File: config.mk
export PLATFORM = sky130hd
export DESIGN_NAME = wep_regs
export DESIGN_NICKNAME = d
export VERILOG_FILES = /design/src/rtl/wep_pkg.sv /design/src/rtl/wep_regs.sv
export SDC_FILE = /design/constraint.sdc
export NUM_CORES = 1
export LEC_CHECK = 0
export ABC_CLOCK_PERIOD_IN_PS = 9330
export BUFFER_PORTS_ARGS = -buffer_cell sky130_fd_sc_hd__buf_2
export CAP_MARGIN = 20
export CORE_UTILIZATION = 55
export CTS_BUF_LIST = sky130_fd_sc_hd__clkbuf_4 sky130_fd_sc_hd__clkbuf_8
export DETAILED_ROUTE_END_ITERATION = 6
export PLACE_DENSITY = 0.72
export REMOVE_ABC_BUFFERS = 1
export SYNTH_ARGS = -nofsm -noshare
export SYNTH_HDL_FRONTEND = slang
export SYNTH_SLANG_ARGS = --single-unit
export TNS_END_PERCENT = 100
File: constraint.sdc
create_clock -name clk -period 9.33 [get_ports clk]
set_input_delay 1.866 -clock clk [delete_from_list [all_inputs] [get_ports clk]]
set_output_delay 1.866 -clock clk [all_outputs]
set_load 0.02 [all_outputs]
File: src/rtl/wep_pkg.sv
package wep_pkg;
	// register indices; byte address is index times four
	localparam logic [7:0] WEP_IDX_KEY_INDEX = 8'hE1;
	localparam logic [7:0] WEP_IDX_KEY_DATA = 8'hE2;
	localparam logic [7:0] WEP_IDX_EVT_STATUS = 8'hE3;
	localparam logic [7:0] WEP_IDX_LOSS_CTRL = 8'hE4;
	localparam logic [7:0] WEP_IDX_SPARE = 8'hE5;
	localparam logic [7:0] WEP_IDX_WAKE_CTRL = 8'hE8;
	localparam logic [7:0] WEP_IDX_IRQ_STATUS = 8'hE9;
	localparam logic [7:0] WEP_IDX_IRQ_MASK = 8'hEA;
	localparam int WEP_ADDR_W = 10;
	localparam int WEP_ADDR_LSB = 2;
	// key storage windows
	localparam logic [7:0] WEP_SET1_BASE = 8'h00;
	localparam logic [7:0] WEP_LIVE_BASE = 8'h10;
	localparam logic [7:0] WEP_SET2_BASE = 8'h30;
	localparam logic [7:0] WEP_SET3_BASE = 8'h40;
	localparam logic [7:0] WEP_WIN_LEN = 8'h0F;
	localparam int WEP_KEYS_PER_SET = 15;
	localparam int WEP_KEY_SLOTS = 45;
	localparam logic [5:0] WEP_SET2_SLOT = 6'h0F;
	localparam logic [5:0] WEP_SET3_SLOT = 6'h1E;
	// event status bits
	localparam int WEP_EV_KEY = 0;
	localparam int WEP_EV_PTR = 1;
	localparam int WEP_EV_PANEL = 2;
	localparam int WEP_EV_THERM = 3;
	localparam int WEP_EV_LOSS = 4;
	localparam int WEP_EV_STBY = 5;
	localparam int WEP_EV_N = 6;
	// power-loss control fields
	localparam int WEP_LC_EN = 7;
	localparam int WEP_LC_POL_HI = 6;
	localparam int WEP_LC_POL_LO = 5;
	localparam int WEP_LC_ANYKEY = 3;
	localparam int WEP_LC_HUNT = 2;
	// wake control fields
	localparam int WEP_WC_KEY_EN = 6;
	localparam int WEP_WC_PTR_EN = 5;
	localparam int WEP_WC_LAST_OFF = 4;
	// reset values
	localparam logic [7:0] WEP_KEY_RST = 8'hFF;
	localparam logic [5:0] WEP_EVT_RST = 6'h08;
	localparam logic [7:0] WEP_INDEX_RST = 8'h00;
	localparam logic [31:0] WEP_RD_IDLE = 32'h0000_0000;
	// recovery policies
	typedef enum logic [1:0] {
		WEP_POL_OFF,
		WEP_POL_ON,
		WEP_POL_PREV,
		WEP_POL_USER
	} wep_policy_t;
	localparam int WEP_SYNC_N = 3;
	localparam int WEP_PIN_STBY = 0;
	localparam int WEP_PIN_THERM = 1;
	localparam int WEP_PIN_PANEL = 2;
endpackage

File: src/rtl/wep_regs.sv
// Our own choice: register access over APB.
`timescale 1ns/1ns
// Overview of operation
// - index addresses three stored key sets
// - index 10h-1Eh reads incoming key characters
// - data register accesses indexed key, resets FFh
// - bit5 latches standby power cycle, read-clears
// - bit4 shows restore-off decision when enabled
// - bit3 latches thermal shutdown, resets set
// - bit2 latches panel switch event
// - bit1 latches pointer wake event
// - bit0 latches keyboard wake event
// - control bit7 enables power-loss recovery
// - bits6-5 choose off, on, previous, user
// - option bit3 selects any-key wake
// - hunting bit2 clears on any wake
// - user last-state flag: 0 on, 1 off
// - key wake requests power only when enabled
module wep_regs import wep_pkg::*; (
	input wire logic clk,
	input wire logic rst_n,
	input wire logic ce,
	input wire logic psel,
	input wire logic penable,
	input wire logic pwrite,
	input wire logic [WEP_ADDR_W-1:0] paddr,
	input wire logic [31:0] pwdata,
	output logic [31:0] prdata,
	output logic pready,
	output logic pslverr,
	input wire logic standby_supply,
	input wire logic thermal_shutdown,
	input wire logic panel_switch_input,
	input wire logic key_wake,
	input wire logic pointer_wake,
	input wire logic key_code_valid,
	input wire logic [7:0] key_code,
	input wire logic power_restored,
	input wire logic prior_state_on,
	output logic any_key_mode,
	output logic hunting,
	output logic power_request_out_n,
	output logic irq
);
	// all block state in one record
	typedef struct packed {
		// pin synchronisers, third stage for edge detect
		logic [WEP_SYNC_N-1:0] s1;
		logic [WEP_SYNC_N-1:0] s2;
		logic [WEP_SYNC_N-1:0] s3;

		// key window and storage
		logic [7:0] index;
		logic [WEP_KEY_SLOTS-1:0][7:0] keys;
		logic [WEP_KEYS_PER_SET-1:0][7:0] live;

		// event flags and options
		logic [WEP_EV_N-1:0] status;
		logic loss_en;
		logic [1:0] policy;
		logic any_key;
		logic hunt;
		logic key_en;
		logic ptr_en;
		logic last_off;

		// interrupt side
		logic [WEP_EV_N-1:0] irq_sts;
		logic [WEP_EV_N-1:0] irq_mask;

		// bus read data and power request
		logic [31:0] rdata;
		logic preq;
	} wep_state_t;

	// registered state and its next value
	wep_state_t st_r;
	wep_state_t st_nxt;

	// bus decode helpers
	logic [7:0] idx;
	logic setup;
	logic access;
	logic mapped;

	// key window decode
	logic key_hit;
	logic [5:0] key_slot;
	logic live_hit;
	logic [3:0] live_slot;
	logic [7:0] key_rd;
	logic [7:0] reg_rd;

	// event and decision helpers
	logic [WEP_EV_N-1:0] ev;
	logic [WEP_EV_N-1:0] status_view;
	logic decide_off;

	// bus decode
	assign idx = paddr[WEP_ADDR_LSB +: 8];
	assign setup = psel & ~penable;
	assign access = psel & penable;
	assign pready = 1'b1;
	assign pslverr = access & ~mapped;
	assign prdata = st_r.rdata;
	assign any_key_mode = st_r.any_key;
	assign hunting = st_r.hunt;
	assign power_request_out_n = ~st_r.preq;
	assign irq = |(st_r.irq_sts & st_r.irq_mask);

	// known register indices, others answer with an error
	always_comb begin
		mapped = 1'b0;
		case (idx)
			WEP_IDX_KEY_INDEX: mapped = 1'b1;
			WEP_IDX_KEY_DATA: mapped = 1'b1;
			WEP_IDX_EVT_STATUS: mapped = 1'b1;
			WEP_IDX_LOSS_CTRL: mapped = 1'b1;
			WEP_IDX_SPARE: mapped = 1'b1;
			WEP_IDX_WAKE_CTRL: mapped = 1'b1;
			WEP_IDX_IRQ_STATUS: mapped = 1'b1;
			WEP_IDX_IRQ_MASK: mapped = 1'b1;
			default: mapped = 1'b0;
		endcase
	end

	// index to storage slot
	// three stored sets share one flat slot array;
	// set two and three follow set one back to back
	// the live window is read only and never stored;
	// indices outside every window read as erased keys
	always_comb begin
		key_hit = 1'b0;
		key_slot = 6'h00;
		live_hit = 1'b0;
		live_slot = st_r.index[3:0];
		if (st_r.index < WEP_SET1_BASE + WEP_WIN_LEN) begin
			key_hit = 1'b1;
			key_slot = st_r.index[5:0];
		end else if (st_r.index >= WEP_SET2_BASE &&
				st_r.index < WEP_SET2_BASE + WEP_WIN_LEN) begin
			key_hit = 1'b1;
			key_slot = 6'(st_r.index - WEP_SET2_BASE) + WEP_SET2_SLOT;
		end else if (st_r.index >= WEP_SET3_BASE &&
				st_r.index < WEP_SET3_BASE + WEP_WIN_LEN) begin
			key_hit = 1'b1;
			key_slot = 6'(st_r.index - WEP_SET3_BASE) + WEP_SET3_SLOT;
		end else if (st_r.index >= WEP_LIVE_BASE &&
				st_r.index < WEP_LIVE_BASE + WEP_WIN_LEN) begin
			live_hit = 1'b1;
		end
		if (key_hit) begin
			key_rd = st_r.keys[key_slot];
		end else if (live_hit) begin
			key_rd = st_r.live[live_slot];
		end else begin
			key_rd = WEP_KEY_RST;
		end
	end

	// restore decision from policy
	always_comb begin
		case (wep_policy_t'(st_r.policy))
			WEP_POL_OFF: decide_off = 1'b1;
			WEP_POL_ON: decide_off = 1'b0;
			WEP_POL_PREV: decide_off = ~prior_state_on;
			WEP_POL_USER: decide_off = st_r.last_off;
			default: decide_off = 1'b1;
		endcase
	end

	// status as software sees it
	always_comb begin
		status_view = st_r.status;
		status_view[WEP_EV_LOSS] = st_r.status[WEP_EV_LOSS] & st_r.loss_en;
	end

	// read mux
	always_comb begin
		reg_rd = 8'h00;
		case (idx)
			WEP_IDX_KEY_INDEX: reg_rd = st_r.index;
			WEP_IDX_KEY_DATA: reg_rd = key_rd;
			WEP_IDX_EVT_STATUS: reg_rd = {2'b00, status_view};
			WEP_IDX_LOSS_CTRL: begin
				reg_rd[WEP_LC_EN] = st_r.loss_en;
				reg_rd[WEP_LC_POL_HI:WEP_LC_POL_LO] = st_r.policy;
				reg_rd[WEP_LC_ANYKEY] = st_r.any_key;
				reg_rd[WEP_LC_HUNT] = st_r.hunt;
			end
			WEP_IDX_WAKE_CTRL: begin
				reg_rd[WEP_WC_KEY_EN] = st_r.key_en;
				reg_rd[WEP_WC_PTR_EN] = st_r.ptr_en;
				reg_rd[WEP_WC_LAST_OFF] = st_r.last_off;
			end
			WEP_IDX_IRQ_STATUS: reg_rd = {2'b00, st_r.irq_sts};
			WEP_IDX_IRQ_MASK: reg_rd = {2'b00, st_r.irq_mask};
			default: reg_rd = 8'h00;
		endcase
	end

	// events from pins (rising edges after sync) and from matchers
	always_comb begin
		ev = '0;
		ev[WEP_EV_KEY] = key_wake;
		ev[WEP_EV_PTR] = pointer_wake;
		ev[WEP_EV_PANEL] = st_r.s2[WEP_PIN_PANEL] &
			~st_r.s3[WEP_PIN_PANEL];
		ev[WEP_EV_THERM] = st_r.s2[WEP_PIN_THERM] &
			~st_r.s3[WEP_PIN_THERM];
		ev[WEP_EV_LOSS] = power_restored & st_r.loss_en & decide_off;
		ev[WEP_EV_STBY] = st_r.s2[WEP_PIN_STBY] &
			~st_r.s3[WEP_PIN_STBY];
	end

	// next state
	always_comb begin
		st_nxt = st_r;
		st_nxt.s1 = {panel_switch_input, thermal_shutdown, standby_supply};
		st_nxt.s2 = st_r.s1;
		st_nxt.s3 = st_r.s2;
		st_nxt.preq = 1'b0;
		// read snapshot taken in setup, held through access
		if (setup && !pwrite) begin
			st_nxt.rdata = {24'h000000, reg_rd};
		end
		// read-clear of only returned ones
		if (access && !pwrite && idx == WEP_IDX_EVT_STATUS) begin
			st_nxt.status = st_r.status &
				~st_r.rdata[WEP_EV_N-1:0];
		end
		// bit4 is shown gated, clear the raw flag whenever read while gated
		if (access && !pwrite && idx == WEP_IDX_EVT_STATUS &&
				!st_r.loss_en) begin
			st_nxt.status[WEP_EV_LOSS] = 1'b0;
		end
		// register writes at the end of access
		if (access && pwrite) begin
			case (idx)
				WEP_IDX_KEY_INDEX: st_nxt.index = pwdata[7:0];
				WEP_IDX_KEY_DATA: begin
					if (key_hit) begin
						st_nxt.keys[key_slot] = pwdata[7:0];
					end
				end
				WEP_IDX_LOSS_CTRL: begin
					st_nxt.loss_en = pwdata[WEP_LC_EN];
					st_nxt.policy = pwdata[WEP_LC_POL_HI:WEP_LC_POL_LO];
					st_nxt.any_key = pwdata[WEP_LC_ANYKEY];
					st_nxt.hunt = pwdata[WEP_LC_HUNT];
				end
				WEP_IDX_WAKE_CTRL: begin
					st_nxt.key_en = pwdata[WEP_WC_KEY_EN];
					st_nxt.ptr_en = pwdata[WEP_WC_PTR_EN];
					st_nxt.last_off = pwdata[WEP_WC_LAST_OFF];
				end
				WEP_IDX_IRQ_STATUS: st_nxt.irq_sts =
					st_r.irq_sts & ~pwdata[WEP_EV_N-1:0];
				WEP_IDX_IRQ_MASK: st_nxt.irq_mask = pwdata[WEP_EV_N-1:0];
				default: st_nxt.index = st_r.index;
			endcase
		end
		// incoming key history, newest at slot 0
		if (key_code_valid) begin
			st_nxt.live = {st_r.live[WEP_KEYS_PER_SET-2:0], key_code};
		end
		// events set, winning over any clear
		st_nxt.status = st_nxt.status | ev;
		st_nxt.irq_sts = st_nxt.irq_sts | ev;
		// any captured wake ends hunting
		if (key_wake || pointer_wake || ev[WEP_EV_PANEL]) begin
			st_nxt.hunt = 1'b0;
		end
		// power request pulse
		if ((key_wake && st_r.key_en) ||
				(pointer_wake && st_r.ptr_en) ||
				(power_restored && st_r.loss_en && !decide_off)) begin
			st_nxt.preq = 1'b1;
		end
	end

	// state register with sync reset and clock enable
	always_ff @(posedge clk) begin
		if (!rst_n) begin
			// synchronisers at pin idle levels, no false edge
			st_r.s1 <= '0;
			st_r.s2 <= '0;
			st_r.s3 <= '0;
			st_r.s1[WEP_PIN_STBY] <= 1'b1; // supply idles high
			st_r.s2[WEP_PIN_STBY] <= 1'b1;
			st_r.s3[WEP_PIN_STBY] <= 1'b1;

			// key window and storage
			st_r.index <= WEP_INDEX_RST;
			st_r.keys <= {WEP_KEY_SLOTS{WEP_KEY_RST}};
			st_r.live <= {WEP_KEYS_PER_SET{WEP_KEY_RST}};

			// event status, thermal bit set
			st_r.status <= WEP_EVT_RST;

			// power-loss and wake options
			st_r.loss_en <= 1'b0;
			st_r.policy <= '0;
			st_r.any_key <= 1'b0;
			st_r.hunt <= 1'b0;
			st_r.key_en <= 1'b0;
			st_r.ptr_en <= 1'b0;
			st_r.last_off <= 1'b0;

			// interrupt side
			st_r.irq_sts <= '0;
			st_r.irq_mask <= '0;

			// bus read data and power request
			st_r.rdata <= WEP_RD_IDLE;
			st_r.preq <= 1'b0;
		end else if (ce) begin
			st_r <= st_nxt;
		end
	end
endmodule
==> flow_results.org, run 1 <==
** Die
- For this configuration, the core starts out at a cell density of 55.7%.
- Number of primary I/O pins :: 102
- Area of the die :: 44,300 um2
- The initialized floorplan defines 76 standard-cell rows.
- Floorplan Core Area :: 43,000 um2
- Measured along the x axis, the die boundary spans between 200 and 250 um.
- The die is around 210 um tall.

** Layout
- The final layout contains 3,162 nets.
- Compared with the post-synthesis result, the final layout area differs by 9.43%.
- Of the cells placed in the final design, the portion with a size suffix greater than 1 is between 10% and 20%.
- The finished layout holds 3,747 standard cells, fillers aside.

** Power
- Combinational logic burns 4.4% of the power.
- For this design the ratio of total power to cell area is about 180 nW/um2.
- NetSw :: between 0.001 and 0.0015 W
- Leak :: 11.5 nW
- After layout, the design draws a total of 0.00474 W.
- Worst VDD drop :: 0.141 mV
- Net switching share of the total power :: 23.6%
- Internal portion of total power :: approximately 0.0036 W
- The clock network burns between 40% and 50% of the power.
- Sequential cell fraction of total power :: between 40 and 50%

** STA
- For the final database, setup skew stands at 0.0259 ns.
- Crit share post-route :: approximately 58%
- Post-layout minimum cycle time :: 5.42 ns
- Final worst setup slack :: 3.91 ns
- Setup violations remaining at the end of the flow were counted as 0.
- The number of endpoints with negative hold slack in the final report was 0.
- In this run the tightest slew margin relative to its limit is 14.1%.
- For the pin with the worst max-slew slack, the measured transition is 1.26 ns.
- Post-route setup TNS :: 0 ns
- Setup repair after global routing left no endpoint under its margin.
- Timing-limited maximum frequency :: 184 MHz
- The max-slew violation count was 0.

** Flow run
- Max capacitance violation total :: 0

** Detailed routing
- Met1 wire length :: just over 30,000 um
- Routed len/inst :: 21.5 um
- After detailed routing, the total wire length is roughly 80,000 um.
- Top layer used by detailed routing :: met4
- Summing over every cut layer, the via total after detailed routing is 23,632.
- In the routed layout, each cell is associated on average with a via count of 6.31.
- Initial DRC count :: 3,431
- For this run, design rule violations remaining after detail routing come to 0.
- Drt pass-1 iters :: 6
- The count of nets left with antenna violations once routing finished came out at 0.
- Metal3 WL :: 9670 um
- Routed wl met2 :: 35,400 um

** Synth
- Ranking of synthesized cells by area :: sky130_fd_sc_hd__dfxtp_1, sky130_fd_sc_hd__nand2_1, sky130_fd_sc_hd__nand3_1
- Dominant cell type by area after synthesis :: sky130_fd_sc_hd__dfxtp_1
- Syn_area_per_cell :: ~7.6 um2
- Number of enable-type register cells in the synthesized netlist :: 0
- Counting flops with an async set or reset pin after synthesis yields a share of 0%.
- Part of the Yosys area used for sequential elements :: 44.5%
- By count the netlist is led by sky130_fd_sc_hd__nand2_1, sky130_fd_sc_hd__nand3_1, sky130_fd_sc_hd__dfxtp_1.
- Number of instances in the synthesized netlist :: 3,146
- Main synth FF type :: sky130_fd_sc_hd__dfxtp_1
- Netlist area before placement :: 23,900 um2
- Number of distinct library cells after synthesis :: 83
- Post-synthesis sequential element count :: 532
- The synthesized design devotes to its leading area cell type approximately 45% of total area.
- Number of synthesis warnings :: 0
- Among all cell types in the netlist, the one instantiated most often is sky130_fd_sc_hd__nand2_1.

** Clock network
- TritonCTS clock tree :: yes
- After clock tree synthesis, the clock-pin slew on the worst setup and hold paths is around 0.060 ns.
- For the worst-skew pair, the clock arrives at the later sink with an insertion delay of 0.67 ns.
- The tree is rooted in a sky130_fd_sc_hd__clkbuf_8.
- Total CTS buffers :: 89
- Post-CTS Setup Repair Bufs :: 0
- CTS built an H-tree with a depth of 3.
- Post-CTS sizing :: 0
- The number of hold buffers added after CTS was 0.
- Number of sinks driven by the clock tree :: roughly 530
- The longest clock path from root to sink contains 3 buffers.

** Hold path
- The worst hold path belongs to the class flip-flop to flip-flop.

** Placement
- Placed wire-length estimate :: 48,800 um
- Port Buf Inserts :: 50
- Weighted congestion reported at the end of routability-driven placement :: roughly 1.0
- Total instance count after detailed placement :: 3,585
- Post-placement worst setup slack :: 3.98 ns

** Worst setup path
- Data on the critical path is required at its endpoint by 9.93 ns.
- Worst EP arrival :: between 6 and 7 ns
- Critical setup path kind :: flip-flop to flip-flop
- The worst setup path is captured at a flip-flop.
- Largest fanout of any net on the critical path :: 41
- The worst setup path is launched from a flip-flop.

** Global routing
- The initial antenna violation count came to 0.
- Entering global routing, the biggest net connects 121 pins.
- Global-route wire length before repair :: 125,000 um
- Total global routing track utilization :: 36.2%
- Via count of the first global-routing pass :: 22,208
- Global routing finished with a remaining overflow of 0.

** Outcome
- The run finished with clean final reports.
## cells by family (layout without fill, tap and decap cells)
logic type               count (synthesis)  count (layout)  synth area share (%)
AND/OR/NAND/NOR                       1906            1906                  35.0
flip-flops                             532             532                  44.5
AO/OA/AOI/OAI                          329             329                  9.60
buffers and inverters                  284             276                  5.23
multiplexers                            85              85                  5.30
adder cells (fa/ha/maj)                  4               4                 0.209
XOR/XNOR                                 4               4                 0.146
other                                    2              26                0.0314
## final timing paths
| check | startpoint | endpoint | slack, ns | cells after the start |
|---|---|---|---|---|
| max | live_slot[0]$_SDFFE_PN0P_ | prdata[4]$_SDFFE_PN0P_ | 3.91 | 13 |
| min reg2reg | st_r[393]$_SDFFE_PN1P_ | st_r[393]$_SDFFE_PN1P_ | 0.47 | 2 |
| max reg2reg | live_slot[0]$_SDFFE_PN0P_ | prdata[4]$_SDFFE_PN0P_ | 3.91 | 13 |
| min | st_r[393]$_SDFFE_PN1P_ | st_r[393]$_SDFFE_PN1P_ | 0.47 | 2 |
## layer usage
layer / global-route usage (%) / up-vias
li1: - / 10688
met3: 8.86 / 319
met2: 55.5 / 1485
met5: 0 / -
met4: 20.2 / 0
met1: 46.6 / 11140
## power groups by stage
stage                     clock network [W]  logic, W  registers [W]
final                               0.00220  0.000206        0.00233
after global routing                0.00232  0.000223        0.00234
after CTS                           0.00222  0.000202        0.00233
after detailed placement                  0  0.000202        0.00238
after global placement                    0  0.000195        0.00238
after floorplan                           0  0.000101        0.00238
## sequential cells by signal, summed over array words and instances (netlist names)
register,cells
any_key_mode,1
hunting,1
live_slot,4
prdata,8
st_nxt,6
st_r,512
## per-stage QoR
stage	hold WS, ns	instance area, um2	utilization, %
4_1_cts	0.466	26100	60.8
5_1_grt	0.483	26200	60.9
6_report	0.465	26200	60.9
3_5_place_dp	0.449	24200	56.4
2_1_floorplan	0.430	22800	-
3_3_place_gp	0.442	24200	56.4
## worst max-delay path, cell delays in order (launching register included)
cell and delay [ns]:
sky130_fd_sc_hd__dfxtp_2 0.31, sky130_fd_sc_hd__buf_4 0.55, sky130_fd_sc_hd__inv_1 0.14, sky130_fd_sc_hd__ha_1 0.26, sky130_fd_sc_hd__xor2_1 0.22, sky130_fd_sc_hd__a32o_1 0.16, sky130_fd_sc_hd__buf_4 0.34, sky130_fd_sc_hd__nand2_2 0.63
sky130_fd_sc_hd__nand3_1 0.68, sky130_fd_sc_hd__buf_4 0.41, sky130_fd_sc_hd__o22ai_1 0.13, sky130_fd_sc_hd__a2111oi_0 1.09, sky130_fd_sc_hd__o22ai_1 0.22, sky130_fd_sc_hd__o21ai_0 0.19
## layout make-up
cell class	count	area, um2
diodes	1	2.50
clock buffers	150	1830
clock inverters	8	76.3
fillers	3992	16800
inverters	13	48.8
multi-input cells	2353	12100
flip-flops and latches	532	10700
well taps	585	732
repair buffers	105	691
## layout by cell type, fill, tap and decap left out, types with 17 or more instances in the layout
| master | synthesis | layout |
|---|---|---|
| sky130_fd_sc_hd__a21boi_0 | 21 | 21 |
| sky130_fd_sc_hd__a21oi_1 | 30 | 29 |
| sky130_fd_sc_hd__and3_1 | 17 | 17 |
| sky130_fd_sc_hd__buf_2 | 42 | 49 |
| sky130_fd_sc_hd__buf_4 | 35 | 53 |
| sky130_fd_sc_hd__clkbuf_4 | 0 | 38 |
| sky130_fd_sc_hd__clkbuf_8 | 0 | 112 |
| sky130_fd_sc_hd__conb_1 | 2 | 25 |
| sky130_fd_sc_hd__dfxtp_1 | 532 | 530 |
| sky130_fd_sc_hd__mux2i_1 | 39 | 39 |
| sky130_fd_sc_hd__mux4_2 | 32 | 32 |
| sky130_fd_sc_hd__nand2_1 | 1024 | 1023 |
| sky130_fd_sc_hd__nand3_1 | 652 | 652 |
| sky130_fd_sc_hd__nor2_1 | 96 | 94 |
| sky130_fd_sc_hd__nor2b_1 | 21 | 21 |
| sky130_fd_sc_hd__nor3_1 | 28 | 28 |
| sky130_fd_sc_hd__o21ai_0 | 65 | 65 |
| sky130_fd_sc_hd__o221ai_1 | 19 | 19 |
| sky130_fd_sc_hd__o22ai_1 | 52 | 52 |
| sky130_fd_sc_hd__o31ai_1 | 18 | 18 |
Note: power is estimated with default switching activity, not from simulation.
==> inputs of run 2 (changes only) <==
--- a/config.mk
+++ b/config.mk
@@ -5,7 +5,7 @@
 export SDC_FILE = /design/constraint.sdc
 export NUM_CORES = 1
 export LEC_CHECK = 0
-export ABC_CLOCK_PERIOD_IN_PS = 9330
+export ABC_CLOCK_PERIOD_IN_PS = 5050
 export BUFFER_PORTS_ARGS = -buffer_cell sky130_fd_sc_hd__buf_2
 export CAP_MARGIN = 20
 export CORE_UTILIZATION = 55
==> constraint.sdc (replaced) <==
create_clock -name clk -period 5.05 [get_ports clk]
set_input_delay 1.01 -clock clk [delete_from_list [all_inputs] [get_ports clk]]
set_output_delay 1.01 -clock clk [all_outputs]
set_load 0.02 [all_outputs]
==> run 2 against run 1 <==
  * The flow now finishes with violations (design-rule violations)
  * Sequential share of layout area shrank 0.34 points
  * Cell count grew 0.67%
  * First-iteration DRC count shrank 9.9%
==> flow_results.org, run 2 (synthesized netlist as in run 1, its figures left out) <==
** Outcome
- The flow ran to the end, but the final reports show violations.
- The final reports fail on design-rule violations.

** Die
- In this run the standard cell core region covers approximately 43,000 um2.
- From bottom edge to top edge, the die measures 211 um.
- The die is 211 um wide.
- The die covers 44,300 um2.
- 102 I/O pins were placed.
- Initial standard-cell utilization of the core :: 55.7%
- The floorplan has 76 rows.

** Placement
- The count of buffers added on input and output ports is 50.
- Routability-driven placement finished with a final weighted congestion of 0.971.
- Area after DPL :: 24,500 um2
- Placed wire-length estimate :: ~52,000 um

** Clock network
- The number of gates resized after CTS was 0.
- The clock passes through at most 3 buffers.
- Clock latency of the later-clocked register in the worst-skew pair :: around 0.69 ns
- Number of sinks driven by the clock tree :: 532
- Clock-pin slew was measured on the worst setup and hold paths at 0.06 ns.
- CTS Root Buffer Type :: sky130_fd_sc_hd__clkbuf_8
- Hold bufs inserted after CTS :: 0
- The H-tree generated during clock tree synthesis spans 3 levels.
- Total CTS buffers :: 86
- The number of setup buffers added after CTS is 0.
- TritonCTS clock tree :: yes

** Global routing
- Global routing finished with a remaining overflow of 0.
- The first global-routing pass estimated between 100,000 and 150,000 um of wire.
- Via count of the first global-routing pass :: 22,235
- Pin count of the biggest net entering global routing :: 148
- Number of antenna violations at the first check in global routing :: 0
- Total global routing track utilization :: 36.7%

** Detailed routing
- Routed vias :: roughly 24,000
- Post-route ant nets :: 0
- After the first detailed-routing iteration, the DRC count stood at 3,093.
- The final layout contains routed wiring with a total length of around 80,000 um.
- Routed len/inst :: between 20 and 25 um
- In the routed layout, each cell is associated on average with a via count of 6.24.
- The pre-antenna-repair detailed-routing pass consisted of 7 iterations.
- In the routed design, unresolved DRC markers number 1.

** STA
- Measured against its own limit, the worst slew margin works out to 18.7%.
- Hold is met by 0.466 ns.
- Setup violations remaining at the end of the flow were counted as 0.
- Tightest Pin Transition :: 1.22 ns
- Post-layout minimum cycle time :: approximately 4.4 ns
- Final hold violation count :: 0
- Of the available clock period, the critical path in the final layout requires between 80% and 90%.
- On the final layout, the worst clock skew is 0.0317 ns.
- The max-slew violation count came to 0.
- Timing-limited maximum frequency :: 229 MHz
- Setup repair after global routing left no endpoint under its margin.

** Power
- Sequential cells account for 49.9% of the total power.
- Internal power comes to 0.00660 W.
- Part of the total power dissipated in combinational logic :: 4.5%
- Part of the power in the clock network :: 45.6%
- Dividing total power by cell area gives a power density of 327 nW/um2.
- Leak :: 11.7 nW
- Net switching share of the total power :: 23.6%
- Worst VDD drop :: 0.271 mV
- The analysis attributes to net switching a power of slightly above 0.002 W.

** Layout
- The layout has around 3,900 filler cells.
- Compared with the post-synthesis result, the final layout area differs by 10.4%.
- Final Cell Area :: 26,400 um2
- In the final layout, the share of cells above drive strength 1 is 11.6%.
- Most common library cell in the layout ignoring fill and taps :: sky130_fd_sc_hd__nand2_1
- The register with the most flip-flops in the layout has slightly above 500 of them.
- Highest-count cells in the layout ignoring fill and taps :: sky130_fd_sc_hd__nand2_1, sky130_fd_sc_hd__nand3_1, sky130_fd_sc_hd__dfxtp_1, sky130_fd_sc_hd__clkbuf_8, sky130_fd_sc_hd__nor2_1
- Ranked by flip-flop count, first place goes to st_r.
- Net count of the finished layout :: 3,192

** Worst setup path
- Worst EP arrival :: 4.88 ns
- The worst setup path is captured at a flip-flop.
- In this run the critical register-to-register path is launched from live_slot[2]$_SDFFE_PN0P_.
- Critical path data required time :: 5.56 ns
- Type of origin of the critical path :: flip-flop
- The setup path with the least slack is of type flip-flop to flip-flop.
- The critical path starts at live_slot[2]$_SDFFE_PN0P_.
- Largest fanout of any net on the critical path :: 21

** Hold path
- The worst hold path begins at st_r[547]$_SDFFE_PN1P_.
- Class of the most critical hold timing path :: flip-flop to flip-flop

** Flow run
- Max capacitance violation total :: 0
## run 2: power by group through the flow
stage | clock network, W | registers, W | logic [W]
after global placement | 0 | 0.00440 | 0.000365
after floorplan | 0 | 0.00439 | 0.000187
after global routing | 0.00417 | 0.00432 | 0.000422
final | 0.00394 | 0.00431 | 0.000388
after detailed placement | 0 | 0.00440 | 0.000378
after CTS | 0.00396 | 0.00431 | 0.000379
## run 2: critical path, cell delays in order (launching register included)
cell                      delay, ns
sky130_fd_sc_hd__dfxtp_1       0.54
sky130_fd_sc_hd__inv_2         0.25
sky130_fd_sc_hd__ha_1          0.34
sky130_fd_sc_hd__nand2_1       0.09
sky130_fd_sc_hd__a32oi_2       0.28
sky130_fd_sc_hd__buf_4         0.36
sky130_fd_sc_hd__nand4_1       0.51
sky130_fd_sc_hd__buf_12        0.37
sky130_fd_sc_hd__nor2_1        0.59
sky130_fd_sc_hd__buf_4         0.33
sky130_fd_sc_hd__nand2_1       0.28
sky130_fd_sc_hd__nand2_1       0.17
sky130_fd_sc_hd__nand3_1       0.10
## run 2: metal layers
layer	share of wire (%)	GRT usage [%]	vias up	routed length [um]
met3	12	10.2	292	9830
met5	0	0	-	0
met2	45	57.4	1468	36700
met4	5.1	19.0	0	4160
li1	-	-	10734	-
met1	38	46.0	11031	31200
## run 2: per-stage QoR
stage / total power [W] / setup WS, ns / utilization, % / cells / setup TNS, ns
floorplan: 0.00458 / -1.58 / - / 2898 / -182.39
detailed placement: 0.00478 / 0.758 / 57.1 / 3619 / 0
CTS: 0.00865 / 0.900 / 61.3 / 3769 / 0
global route: 0.00891 / 0.667 / 61.4 / 3771 / 0
global placement: 0.00476 / 0.789 / 57.1 / 3619 / 0
finish: 0.00864 / 0.677 / 61.4 / 3772 / 0
## run 2: worst paths after layout
kind | cells after the start | slack, ns | end
min reg2reg | 2 | 0.47 | st_r[547]$_SDFFE_PN1P_
max | 12 | 0.68 | st_r[445]$_SDFFE_PN1P_
min | 2 | 0.47 | st_r[547]$_SDFFE_PN1P_
max reg2reg | 12 | 0.68 | st_r[445]$_SDFFE_PN1P_
## run 2: area by class of cell
class	instances	area (um2)	share of cell area, %
Tap cell	585	732	2.77
Antenna cell	1	2.50	0.00948
Timing Repair Buffer	138	996	3.77
Inverter	13	48.8	0.185
Clock buffer	143	1750	6.63
Sequential cell	532	10700	40.4
Multi-Input combinational cell	2353	12100	46.0
Clock inverter	7	68.8	0.261
